### config.mk
export PLATFORM = sky130hd
export DESIGN_NAME = cfc_fault_confinement
export DESIGN_NICKNAME = d
export VERILOG_FILES = /design/src/rtl/cfc_pkg.sv /design/src/rtl/cfc_fault_confinement.sv
export VERILOG_INCLUDE_DIRS = /design/src /design/src/rtl
export SDC_FILE = /design/constraint.sdc
export NUM_CORES = 1
export LEC_CHECK = 0
export BUFFER_PORTS_ARGS = -buffer_cell sky130_fd_sc_hd__buf_2
export CORE_ASPECT_RATIO = 1.75
export CORE_UTILIZATION = 59
export DETAILED_ROUTE_END_ITERATION = 10
export PLACE_DENSITY_LB_ADDON = 0.08
export SLEW_MARGIN = 30
export SYNTH_ARGS = -nofsm -noshare
export SYNTH_HDL_FRONTEND = slang
export SYNTH_SLANG_ARGS = --single-unit
export TNS_END_PERCENT = 50
### constraint.sdc
create_clock -name core_clk -period 5.4 [get_ports core_clk]
set_clock_uncertainty 0.1 [all_clocks]
set_input_delay 0.54 -clock core_clk [delete_from_list [all_inputs] [get_ports core_clk]]
set_output_delay 0.54 -clock core_clk [all_outputs]
set_load 0.01 [all_outputs]
### src/rtl/cfc_map.svh
`ifndef CFC_MAP_SVH
`define CFC_MAP_SVH
// Counter thresholds and steps
`define CFC_WARN_LIMIT 9'h060
`define CFC_PASSIVE_LIMIT 9'h080
`define CFC_BUSOFF_LIMIT 9'h100
`define CFC_STEP_BIG 9'h008
`define CFC_STEP_ONE 9'h001
// Bit run lengths
`define CFC_IDLE_RUN 4'hb
`define CFC_STUFF_RUN 3'h6
`define CFC_ACT_DOM_RUN 4'he
`define CFC_PAS_DOM_RUN 4'h8
`define CFC_EXTRA_DOM_RUN 4'h8
`define CFC_BUSOFF_RUNS 8'h80
`define CFC_IFS_BITS 2'h3
// Field positions in the combined tally word
`define CFC_TX_MSB 15
`define CFC_TX_LSB 8
`define CFC_RX_MSB 7
`define CFC_RX_LSB 0
`endif

### src/rtl/cfc_pkg.sv
package cfc_pkg;
   // Fault confinement states, Gray along sync, active, warning, passive, bus off
   typedef enum logic [2:0] {
      CFC_SYNC = 3'h0,
      CFC_ACTIVE = 3'h1,
      CFC_WARNING = 3'h3,
      CFC_PASSIVE = 3'h2,
      CFC_BUSOFF = 3'h6
   } cfc_state_t;
   // Flag kinds that follow an error or overload
   typedef enum logic [1:0] {
      CFC_FLAG_NONE = 2'h0,
      CFC_FLAG_ACTIVE = 2'h1,
      CFC_FLAG_PASSIVE = 2'h2,
      CFC_FLAG_OVERLOAD = 2'h3
   } cfc_flag_t;
endpackage

### src/rtl/cfc_fault_confinement.sv
`include "cfc_map.svh"
// Behaviour
// (RQ1) Three idle bits before data frames
// (RQ2) Flag bit error on driven/sampled mismatch
// (RQ3) No bit error for listed dominant exceptions
// (RQ4) Six equal stuffed bits give stuff error
// (RQ5) Wrong fixed bit gives form error
// (RQ6) Nonzero CRC remainder gives CRC error
// (RQ7) No dominant acknowledge gives ack error
// (RQ8) Eleven recessive bits before error active
// (RQ9) Error active sends dominant error flags
// (RQ10) Warning left when both counters below 96
// (RQ11) Warning entered when a counter reaches 96
// (RQ12) Passive above 127, active flag on entry
// (RQ13) Passive returns active when both below 128
// (RQ14) Bus off above 255, drivers disabled
// (RQ15) 128 idle runs recover, counters cleared
// (RQ16) Both tallies in one 16-bit word
// (RQ17) Receive tally stops once bit 7 set
// (RQ18) Add eight for flag bit errors
// (RQ19) Add eight on long dominant runs
// (RQ20) Other errors add one or eight
// (RQ21) Success decrements unless already zero
// (RQ22) Arbitration stuff bit error not counted
// (RQ23) Passive ack error without dominant uncounted
module cfc_fault_confinement #(
   parameter int TALLY_W = 8
) (
   input wire logic core_clk,
   input wire logic rst,
   input wire logic enable,
   input wire logic wake,
   input wire logic bit_strobe,
   input wire logic bus_rx,
   input wire logic tx_level,
   input wire logic transmitting,
   input wire logic in_stuffed_field,
   input wire logic in_arbitration,
   input wire logic in_ack_slot,
   input wire logic fixed_bit_check,
   input wire logic fixed_bit_value,
   input wire logic last_eof_bit,
   input wire logic crc_check,
   input wire logic crc_zero,
   input wire logic in_flag,
   input wire logic overload_flag,
   input wire logic flag_done,
   input wire logic frame_ok,
   input wire logic frame_start_req,
   output logic frame_start_ok,
   output logic flag_dominant,
   output logic driver_enable,
   output logic error_pulse,
   output logic bit_error,
   output logic stuff_error,
   output logic form_error,
   output logic crc_error,
   output logic ack_error,
   output logic [2:0] fault_state,
   output logic [15:0] fault_tally_register
);
   // ************************************************************
   // Input synchronisers
   // ************************************************************
   logic rx_meta_reg, rx_reg, tx_level_q, exp_meta;
   // Bus pin crosses from outside; drive level is local but delayed alongside it
   always_ff @(posedge core_clk or posedge rst) begin
      if (rst) begin
         rx_meta_reg <= 1'b1;
         rx_reg <= 1'b1;
      end else begin
         rx_meta_reg <= bus_rx;
         rx_reg <= rx_meta_reg;
      end
   end
   always_ff @(posedge core_clk or posedge rst) begin
      if (rst) begin
         exp_meta <= 1'b1;
         tx_level_q <= 1'b1;
      end else begin
         exp_meta <= tx_level;
         tx_level_q <= exp_meta;
      end
   end
   // Strobe is delayed by the same two cycles as the pin; frame context inputs are used undelayed
   logic [1:0] strobe_d;
   always_ff @(posedge core_clk or posedge rst) begin
      if (rst) begin
         strobe_d <= 2'h0;
      end else begin
         strobe_d <= {strobe_d[0], bit_strobe};
      end
   end
   logic sample;
   assign sample = strobe_d[1];

   // ************************************************************
   // State and counters
   // ************************************************************
   cfc_pkg::cfc_state_t state_reg, state_next;
   logic [TALLY_W-1:0] rx_tally_reg, tx_tally_reg;
   logic [3:0] rec_run_reg;
   logic [7:0] busoff_runs_reg;
   logic idle_run;
   logic tx_over_reg;
   logic [2:0] same_run_reg;
   logic [3:0] dom_run_reg;
   logic [3:0] dom_limit_reg;
   logic prev_bit_reg;
   logic after_flag_reg;
   logic flag_saw_dom_reg;
   logic ack_pending_reg;
   logic [1:0] ifs_reg;
   cfc_pkg::cfc_flag_t flag_kind_reg;

   // Decide whether a tally is at or over a limit
   function automatic logic at_or_over(input logic [TALLY_W-1:0] v, input logic [8:0] lim);
      at_or_over = ({1'b0, v} >= lim);
   endfunction

   // ************************************************************
   // Error detection
   // ************************************************************
   logic bit_err_c, stuff_err_c, form_err_c, crc_err_c, ack_err_c, dom_exempt;
   logic live;
   assign live = sample && state_reg != cfc_pkg::CFC_SYNC && state_reg != cfc_pkg::CFC_BUSOFF;
   // (RQ3) dominant exemptions
   assign dom_exempt = !rx_reg && tx_level_q &&
      ((in_flag && flag_kind_reg == cfc_pkg::CFC_FLAG_PASSIVE) || in_arbitration || in_ack_slot);
   always_comb begin
      // (RQ2) drive mismatch check
      bit_err_c = live && transmitting && (rx_reg != tx_level_q) && !dom_exempt;
      // (RQ4) six equal bits
      stuff_err_c = live && in_stuffed_field && prev_bit_reg == rx_reg &&
         same_run_reg == `CFC_STUFF_RUN - 3'h1;
      // (RQ5) fixed bit with exempt last EOF bit on reception
      form_err_c = live && fixed_bit_check && rx_reg != fixed_bit_value &&
         !(last_eof_bit && !transmitting && !rx_reg);
      // (RQ6) remainder check
      crc_err_c = live && crc_check && !crc_zero && !transmitting;
      // (RQ7) recessive acknowledge slot while sending
      ack_err_c = live && transmitting && in_ack_slot && rx_reg;
   end

   // Run of equal levels inside a stuffed field; bits before the field never count
   always_ff @(posedge core_clk or posedge rst) begin
      if (rst) begin
         prev_bit_reg <= 1'b1;
         same_run_reg <= 3'h0;
      end else if (sample) begin
         prev_bit_reg <= rx_reg;
         if (!in_stuffed_field) begin
            same_run_reg <= 3'h0;
         end else if (same_run_reg == 3'h0 || prev_bit_reg != rx_reg) begin
            same_run_reg <= 3'h1;
         end else begin
            same_run_reg <= same_run_reg + 3'h1;
         end
      end
   end

   // ************************************************************
   // Flag tracking and dominant runs
   // ************************************************************
   logic any_err;
   assign any_err = bit_err_c | stuff_err_c | form_err_c | crc_err_c | ack_err_c;
   logic dom_hit;
   assign dom_hit = sample && flag_kind_reg != cfc_pkg::CFC_FLAG_NONE && after_flag_reg &&
      !rx_reg && dom_run_reg == dom_limit_reg - 4'h1;
   // (RQ19) count dominant bits from the flag start, acting only once the flag ends
   always_ff @(posedge core_clk or posedge rst) begin
      if (rst) begin
         flag_kind_reg <= cfc_pkg::CFC_FLAG_NONE;
         dom_run_reg <= 4'h0;
         dom_limit_reg <= `CFC_ACT_DOM_RUN;
         after_flag_reg <= 1'b0;
         flag_saw_dom_reg <= 1'b0;
      end else if (any_err || (live && overload_flag && flag_kind_reg == cfc_pkg::CFC_FLAG_NONE)) begin
         flag_kind_reg <= overload_flag ? cfc_pkg::CFC_FLAG_OVERLOAD :
            (state_reg == cfc_pkg::CFC_PASSIVE ? cfc_pkg::CFC_FLAG_PASSIVE : cfc_pkg::CFC_FLAG_ACTIVE);
         dom_limit_reg <= state_reg == cfc_pkg::CFC_PASSIVE ? `CFC_PAS_DOM_RUN : `CFC_ACT_DOM_RUN;
         dom_run_reg <= 4'h0;
         after_flag_reg <= 1'b0;
         flag_saw_dom_reg <= 1'b0;
      end else if (sample && flag_kind_reg != cfc_pkg::CFC_FLAG_NONE) begin
         if (in_flag && !rx_reg) begin
            flag_saw_dom_reg <= 1'b1;
         end
         if (flag_done) begin
            after_flag_reg <= 1'b1;
         end
         if (rx_reg) begin
            flag_kind_reg <= after_flag_reg ? cfc_pkg::CFC_FLAG_NONE : flag_kind_reg;
            dom_run_reg <= 4'h0;
         end else if (dom_hit) begin
            dom_run_reg <= 4'h0;
            dom_limit_reg <= `CFC_EXTRA_DOM_RUN;
         end else begin
            dom_run_reg <= dom_run_reg + 4'h1;
         end
      end
   end

   // Ack errors on a passive node wait for the passive flag outcome
   always_ff @(posedge core_clk or posedge rst) begin
      if (rst) begin
         ack_pending_reg <= 1'b0;
      end else if (ack_err_c && state_reg == cfc_pkg::CFC_PASSIVE) begin
         ack_pending_reg <= 1'b1;
      end else if (sample && flag_done) begin
         ack_pending_reg <= 1'b0;
      end
   end

   // ************************************************************
   // Tally update
   // ************************************************************
   logic [8:0] rx_add, tx_add;
   logic rx_dec, tx_dec;
   logic first_after_flag;
   assign first_after_flag = sample && after_flag_reg && dom_run_reg == 4'h0 &&
      !rx_reg && !transmitting && flag_kind_reg != cfc_pkg::CFC_FLAG_OVERLOAD;
   always_comb begin
      rx_add = 9'h000;
      tx_add = 9'h000;
      rx_dec = 1'b0;
      tx_dec = 1'b0;
      // (RQ18) bit error during active flag, dominant after flag
      if (bit_err_c && in_flag && flag_kind_reg == cfc_pkg::CFC_FLAG_ACTIVE) begin
         if (transmitting) tx_add = `CFC_STEP_BIG;
         else rx_add = `CFC_STEP_BIG;
      end else if (first_after_flag) begin
         rx_add = `CFC_STEP_BIG;
      end else if (dom_hit) begin
         // (RQ19) long dominant run
         if (transmitting) tx_add = `CFC_STEP_BIG;
         else rx_add = `CFC_STEP_BIG;
      end else if (any_err && !transmitting) begin
         // (RQ20) receiver adds one
         rx_add = `CFC_STEP_ONE;
      end else if (any_err && !(stuff_err_c && in_arbitration && tx_level_q && !rx_reg)) begin
         // (RQ22) arbitration stuff exemption; (RQ23) passive ack deferred
         if (!(ack_err_c && state_reg == cfc_pkg::CFC_PASSIVE)) tx_add = `CFC_STEP_BIG;
      end else if (ack_pending_reg && sample && flag_done && flag_saw_dom_reg) begin
         // (RQ23) ack error counts only if flag saw dominant
         tx_add = `CFC_STEP_BIG;
      end
      // (RQ21) success decrement
      if (sample && frame_ok) begin
         if (transmitting) tx_dec = 1'b1;
         else rx_dec = 1'b1;
      end
   end

   logic [8:0] tx_sum;
   assign tx_sum = {1'b0, tx_tally_reg} + tx_add;
   always_ff @(posedge core_clk or posedge rst) begin
      if (rst) begin
         rx_tally_reg <= '0;
         tx_tally_reg <= '0;
      end else if (state_reg == cfc_pkg::CFC_BUSOFF && idle_run && busoff_runs_reg == `CFC_BUSOFF_RUNS - 8'h01) begin
         // (RQ15) clear on the last run, one cycle before the state leaves bus off
         rx_tally_reg <= '0;
         tx_tally_reg <= '0;
      end else begin
         // (RQ17) stop adding to receive tally once bit 7 set
         if (rx_add != 9'h000 && !rx_tally_reg[TALLY_W-1]) begin
            rx_tally_reg <= TALLY_W'(9'({1'b0, rx_tally_reg} + rx_add));
         end else if (rx_dec && rx_tally_reg != '0) begin
            rx_tally_reg <= rx_tally_reg - TALLY_W'(1);
         end
         if (tx_add != 9'h000) begin
            tx_tally_reg <= tx_sum[8] ? '1 : TALLY_W'(tx_sum);
         end else if (tx_dec && tx_tally_reg != '0) begin
            tx_tally_reg <= tx_tally_reg - TALLY_W'(1);
         end
      end
   end

   // ************************************************************
   // Recessive runs and state machine
   // ************************************************************
   assign idle_run = sample && rx_reg && rec_run_reg == `CFC_IDLE_RUN - 4'h1;
   always_ff @(posedge core_clk or posedge rst) begin
      if (rst) begin
         rec_run_reg <= 4'h0;
      end else if (!enable || wake || state_next != state_reg) begin
         rec_run_reg <= 4'h0;
      end else if (sample) begin
         rec_run_reg <= (!rx_reg || idle_run) ? 4'h0 : rec_run_reg + 4'h1;
      end
   end
   always_ff @(posedge core_clk or posedge rst) begin
      if (rst) begin
         busoff_runs_reg <= 8'h00;
      end else if (state_reg != cfc_pkg::CFC_BUSOFF) begin
         busoff_runs_reg <= 8'h00;
      end else if (idle_run) begin
         busoff_runs_reg <= busoff_runs_reg + 8'h01;
      end
   end

   logic tx_over;
   assign tx_over = tx_sum[8] && tx_add != 9'h000;
   // Bus off follows the saturated tally by one cycle, so state and tally outputs agree
   always_ff @(posedge core_clk or posedge rst) begin
      if (rst) begin
         tx_over_reg <= 1'b0;
      end else begin
         tx_over_reg <= tx_over && state_reg != cfc_pkg::CFC_BUSOFF;
      end
   end
   always_comb begin
      state_next = state_reg;
      case (state_reg)
         cfc_pkg::CFC_SYNC: begin
            // (RQ8) eleven recessive bits
            if (enable && idle_run) state_next = cfc_pkg::CFC_ACTIVE;
         end
         cfc_pkg::CFC_ACTIVE, cfc_pkg::CFC_WARNING: begin
            if (at_or_over(rx_tally_reg, `CFC_PASSIVE_LIMIT) || at_or_over(tx_tally_reg, `CFC_PASSIVE_LIMIT))
               // (RQ12) over 127
               state_next = cfc_pkg::CFC_PASSIVE;
            else if (at_or_over(rx_tally_reg, `CFC_WARN_LIMIT) || at_or_over(tx_tally_reg, `CFC_WARN_LIMIT))
               // (RQ11) warning entry
               state_next = cfc_pkg::CFC_WARNING;
            else
               // (RQ10) back below 96
               state_next = cfc_pkg::CFC_ACTIVE;
         end
         cfc_pkg::CFC_PASSIVE: begin
            // (RQ13) both below 128
            if (!at_or_over(rx_tally_reg, `CFC_PASSIVE_LIMIT) && !at_or_over(tx_tally_reg, `CFC_PASSIVE_LIMIT)) begin
               // Warning is a sub-state of active, so land in it directly when still high
               if (at_or_over(rx_tally_reg, `CFC_WARN_LIMIT) || at_or_over(tx_tally_reg, `CFC_WARN_LIMIT))
                  state_next = cfc_pkg::CFC_WARNING;
               else
                  state_next = cfc_pkg::CFC_ACTIVE;
            end
         end
         cfc_pkg::CFC_BUSOFF: begin
            // (RQ15) 128 runs of eleven
            if (busoff_runs_reg == `CFC_BUSOFF_RUNS) state_next = cfc_pkg::CFC_ACTIVE;
         end
         default: state_next = cfc_pkg::CFC_SYNC;
      endcase
      // (RQ14) transmit tally over 255
      if (tx_over_reg && state_reg != cfc_pkg::CFC_SYNC) state_next = cfc_pkg::CFC_BUSOFF;
      if (!enable || wake) state_next = cfc_pkg::CFC_SYNC;
   end
   always_ff @(posedge core_clk or posedge rst) begin
      if (rst) state_reg <= cfc_pkg::CFC_SYNC;
      else state_reg <= state_next;
   end

   // ************************************************************
   // Interframe space and outputs
   // ************************************************************
   // (RQ1) count three recessive bits after a frame or flag
   always_ff @(posedge core_clk or posedge rst) begin
      if (rst) begin
         ifs_reg <= 2'h0;
      end else if (any_err || (sample && (!rx_reg || frame_ok))) begin
         ifs_reg <= 2'h0;
      end else if (sample && ifs_reg != `CFC_IFS_BITS) begin
         ifs_reg <= ifs_reg + 2'h1;
      end
   end
   always_ff @(posedge core_clk or posedge rst) begin
      if (rst) begin
         frame_start_ok <= 1'b0;
         flag_dominant <= 1'b0;
         driver_enable <= 1'b0;
         fault_state <= 3'h0;
         fault_tally_register <= 16'h0000;
      end else begin
         frame_start_ok <= frame_start_req && ifs_reg == `CFC_IFS_BITS &&
            state_next != cfc_pkg::CFC_SYNC && state_next != cfc_pkg::CFC_BUSOFF;
         // (RQ9) (RQ12) dominant flags when active, and on the passive transition
         flag_dominant <= state_reg != cfc_pkg::CFC_PASSIVE || state_next == cfc_pkg::CFC_PASSIVE &&
            state_reg != cfc_pkg::CFC_PASSIVE;
         // (RQ14) drivers off in bus off and sync
         driver_enable <= state_next != cfc_pkg::CFC_BUSOFF && state_next != cfc_pkg::CFC_SYNC;
         fault_state <= state_next;
         // (RQ16) combined tally word
         fault_tally_register[`CFC_TX_MSB:`CFC_TX_LSB] <= 8'(tx_tally_reg);
         fault_tally_register[`CFC_RX_MSB:`CFC_RX_LSB] <= 8'(rx_tally_reg);
      end
   end
   always_ff @(posedge core_clk or posedge rst) begin
      if (rst) begin
         error_pulse <= 1'b0;
         bit_error <= 1'b0;
         stuff_error <= 1'b0;
         form_error <= 1'b0;
         crc_error <= 1'b0;
         ack_error <= 1'b0;
      end else begin
         error_pulse <= any_err;
         bit_error <= bit_err_c;
         stuff_error <= stuff_err_c;
         form_error <= form_err_c;
         crc_error <= crc_err_c;
         ack_error <= ack_err_c;
      end
   end
endmodule

==> flow_metrics.py <==
metrics = {
    "route": {
        "drc": 0,
        "vias": 3502,
        "wl_um": 10000,
        "ant_nets": 0,
        "dr.first_iter.drc_count": 305,
        "wire_per_inst_um": 17.3,
        "vias_per_cell": 6.07,
        "drt_first_pass_iters": 5,
    },
    "cells_and_area": {
        "fill_cells": 587,
        "final_util": 0.681,
        "finalInstanceArea_sq_um": 4890,
        "antenna_cells": 0,
        "area_growth_pct": 12.8,
        "regMostFlops": "fault_tally_register",
        "regArea_sq_um": 1980,
        "largest_reg_flops": 16,
        "nNetsFinal": 530,
        "multi_input_area_sq_um": 2160,
        "drive_gt1_frac": 0.187,
    },
    "clocking": {
        "clk_latency_ns": 0.34,
        "cts_made_buffers": 9,
        "clk_pin_slew_ns": 0.06,
        "clockRootBuffer": "clkbuf_16",
        "postCtsHoldBufs": 0,
        "cts_tree": "done",
        "h-tree-depth": 3,
        "cts.path.max_buffers": 2,
        "cts.sinks": 79,
        "ctsResizeCount": 0,
        "postCtsSetupRepairBufs": 0,
    },
    "synthesis": {
        "synth_top_area_cell": "dfrtp_1",
        "synth_nets": 482,
        "synthesis.instances": 438,
        "synth_area_leaders": "dfrtp_1 (42%), ha_1 (6.3%), dfstp_2 (3.6%), nor2_1 (3.5%), nand2_1 (3.3%)",
        "netlist.area_leader.share": 0.421,
        "yosysMostFrequentCell": "dfrtp_1",
        "ys_warn_count": 0,
        "synth_cell_types": 73,
        "synthFlopType": "dfrtp_1",
        "synth_seq_cells": 79,
        "synth_edf_count": 0,
        "synthTopCellsByCount": "dfrtp_1 (73), nor2_1 (40), nand2_1 (38), a21oi_1 (24), inv_1 (24)",
        "yosysSeqAreaShare": 0.457,
        "async_flop_share": 1.00,
        "avgSynthCellArea_sq_um": 9.91,
        "syn_area_sq_um": 4340,
    },
    "pwr": {
        "p_comb_frac": 0.238,
        "clockPowerShare": 0.323,
        "intPower_w": 0.00125,
        "share_seq_of_total_power": 0.439,
        "leakage_nw": 2.20,
        "peakVddDrop_mv": 0.297,
        "netSwitchingPower_w": 0.000569,
        "totalPowerFinal_w": 0.00182,
        "p_per_area_nw_per_um2": 372,
        "netSwitchingFraction": 0.313,
    },
    "global_route": {
        "grt_max_degree": 80,
        "antenna_found_initial": 0,
        "track_usage": 0.282,
        "grt_pass1_wl_um": 16000,
        "gr-total-overflow": 0,
        "first_global_vias": 3347,
    },
    "placed_design": {
        "placement.cell_area_sq_um": 4610,
        "gp_congestion": 0.951,
        "dp_hpwl_um": 7020,
        "port_buffers": 48,
    },
    "status": {
        "status": "completed",
    },
    "floorplanning": {
        "die_h_um": 115,
        "fp.dieArea_sq_um": 7710,
        "rows": 41,
        "initial_utilization": 0.604,
        "core-area_sq_um": 7180,
        "io_pins": 49,
        "die_w_um": 66.8,
    },
    "job": {
        "maxCapViolCount": 0,
    },
    "setup_path": {
        "worstPathMaxFanout": 12,
        "cp_slowest_cell": "dfstp_2",
        "critPathLaunchType": "flop",
        "critical-path-top-delay-family": "compound AO/OA/AOI/OAI gates",
        "crit_arrival_ns": 4.42,
        "critPathKind": "reg2reg",
        "path_buf_inv": 1,
        "required_ns": 5.52,
        "path_depth": 15,
        "path_cells": "inv_1 > ha_1 > nor3_1 > a21oi_4 > a31oi_1 > o31a_1 > a21boi_2 > ha_1 > a21o_1 > a21oi_1 > o21ai_0 > o41ai_1 > nor2_1 > o21ai_0 > nand2_1",
        "rrSetupSlack_ns": 1.10,
        "crit_path_end_kind": "flop",
        "critPathMaxStageDelay_ns": 0.69,
        "reg2regPathDepth": 15,
    },
    "timing": {
        "tightestPinTransition_ns": 0.919,
        "finalMaxSlewViolations": 0,
        "setup_viol": 0,
        "rsz0062_at_grt": "false",
        "fin_crit_sh": 0.796,
        "hold_viol_final": 0,
        "slew_headroom": 0.385,
        "fin_crit_ns": 4.30,
        "finalSetupTns_ns": 0,
        "clock.fmax_mhz": 233,
    },
    "hold_path": {
        "holdPathStages": 1,
        "hp-class": "in2reg",
    },
}
[power groups by stage]
stage                     combinational [W]  sequential [W]  clock (W)
after CTS                          0.000433        0.000798   0.000594
after global placement             0.000409        0.000804          0
final                              0.000433        0.000799   0.000587
after floorplan                    0.000293        0.000797          0
after detailed placement           0.000424        0.000806          0
after global routing               0.000479        0.000814   0.000622
[metrics by stage]
stage	cells	hold slack [ns]	setup WS [ns]
2_1_floorplan	438	0.231	1.67
3_3_place_gp	561	0.246	1.42
3_5_place_dp	561	0.243	1.25
4_1_cts	577	0.186	1.16
5_1_grt	577	0.191	0.819
6_report	577	0.194	1.10
[layout by cell type (no fill, tap or decap), types with 4 or more instances in the layout]
cell,instances
o22ai_1,5
buf_2,48
nand2_1,38
clkbuf_16,9
dfstp_2,6
nor2b_1,11
a21oi_1,24
nor3_1,16
a31oi_1,4
o21ai_0,23
nor4_1,5
xor2_1,7
and2_1,5
nand3b_1,4
nand4_1,5
a211oi_1,5
and3_1,7
nor2_1,40
inv_1,23
nand3_1,12
mux2_1,6
ha_1,22
mux2i_1,5
o211ai_1,5
dfrtp_1,73
xnor2_1,8
[layout make-up]
cell class,instances,share of cell area
Multi-Input combinational cell,320,0.441
Sequential cell,79,0.406
Timing Repair Buffer,50,0.0529
Clock buffer,12,0.0483
Tap cell,86,0.0220
Inverter,26,0.0207
Clock inverter,4,0.00972
[worst reg2reg max path: cells and delay by family (launching register included)]
kind                       cells  cell delay [ns]
AOI/OAI and AO/OA              9             2.03
DFF                            1             0.69
adders and majority gates      2             0.65
and+or+nand+nor                3             0.53
buffers and inverters          1             0.17
[path summary, 6_finish.rpt]
| path | from | end |
|---|---|---|
| setup reg to reg | rx_reg | rx_tally_reg[7] |
| setup / recovery | rx_reg | rx_tally_reg[7] |
| hold / removal | tx_level | exp_meta |
| hold reg to reg | strobe_d[0] | strobe_d[1] |
| min in group asynchronous | rst | dom_run_reg[3] |
| max in group asynchronous | rst | tx_tally_reg[6] |
[cells by family (layout without fill, tap and decap cells)]
logic type / count (synthesis) / count (layout) / share of synthesized area
AND/OR/NAND/NOR: 171 / 171 / 0.209
AO/OA/AOI/OAI: 99 / 99 / 0.156
flip-flops: 79 / 79 / 0.457
buffers and inverters: 39 / 92 / 0.0456
adder cells (fa/ha/maj): 23 / 23 / 0.0681
XOR/XNOR: 16 / 16 / 0.0366
multiplexers: 11 / 11 / 0.0271
[layer usage]
metal | up-vias | share of wire | GRT usage
li1 | 1660 | - | -
met1 | 1690 | 0.39 | 0.319
met2 | 125 | 0.52 | 0.488
met3 | 27 | 0.047 | 0.0394
met4 | 0 | 0.034 | 0.177
met5 | - | 0 | 0
(Power assumes the default switching activity.)
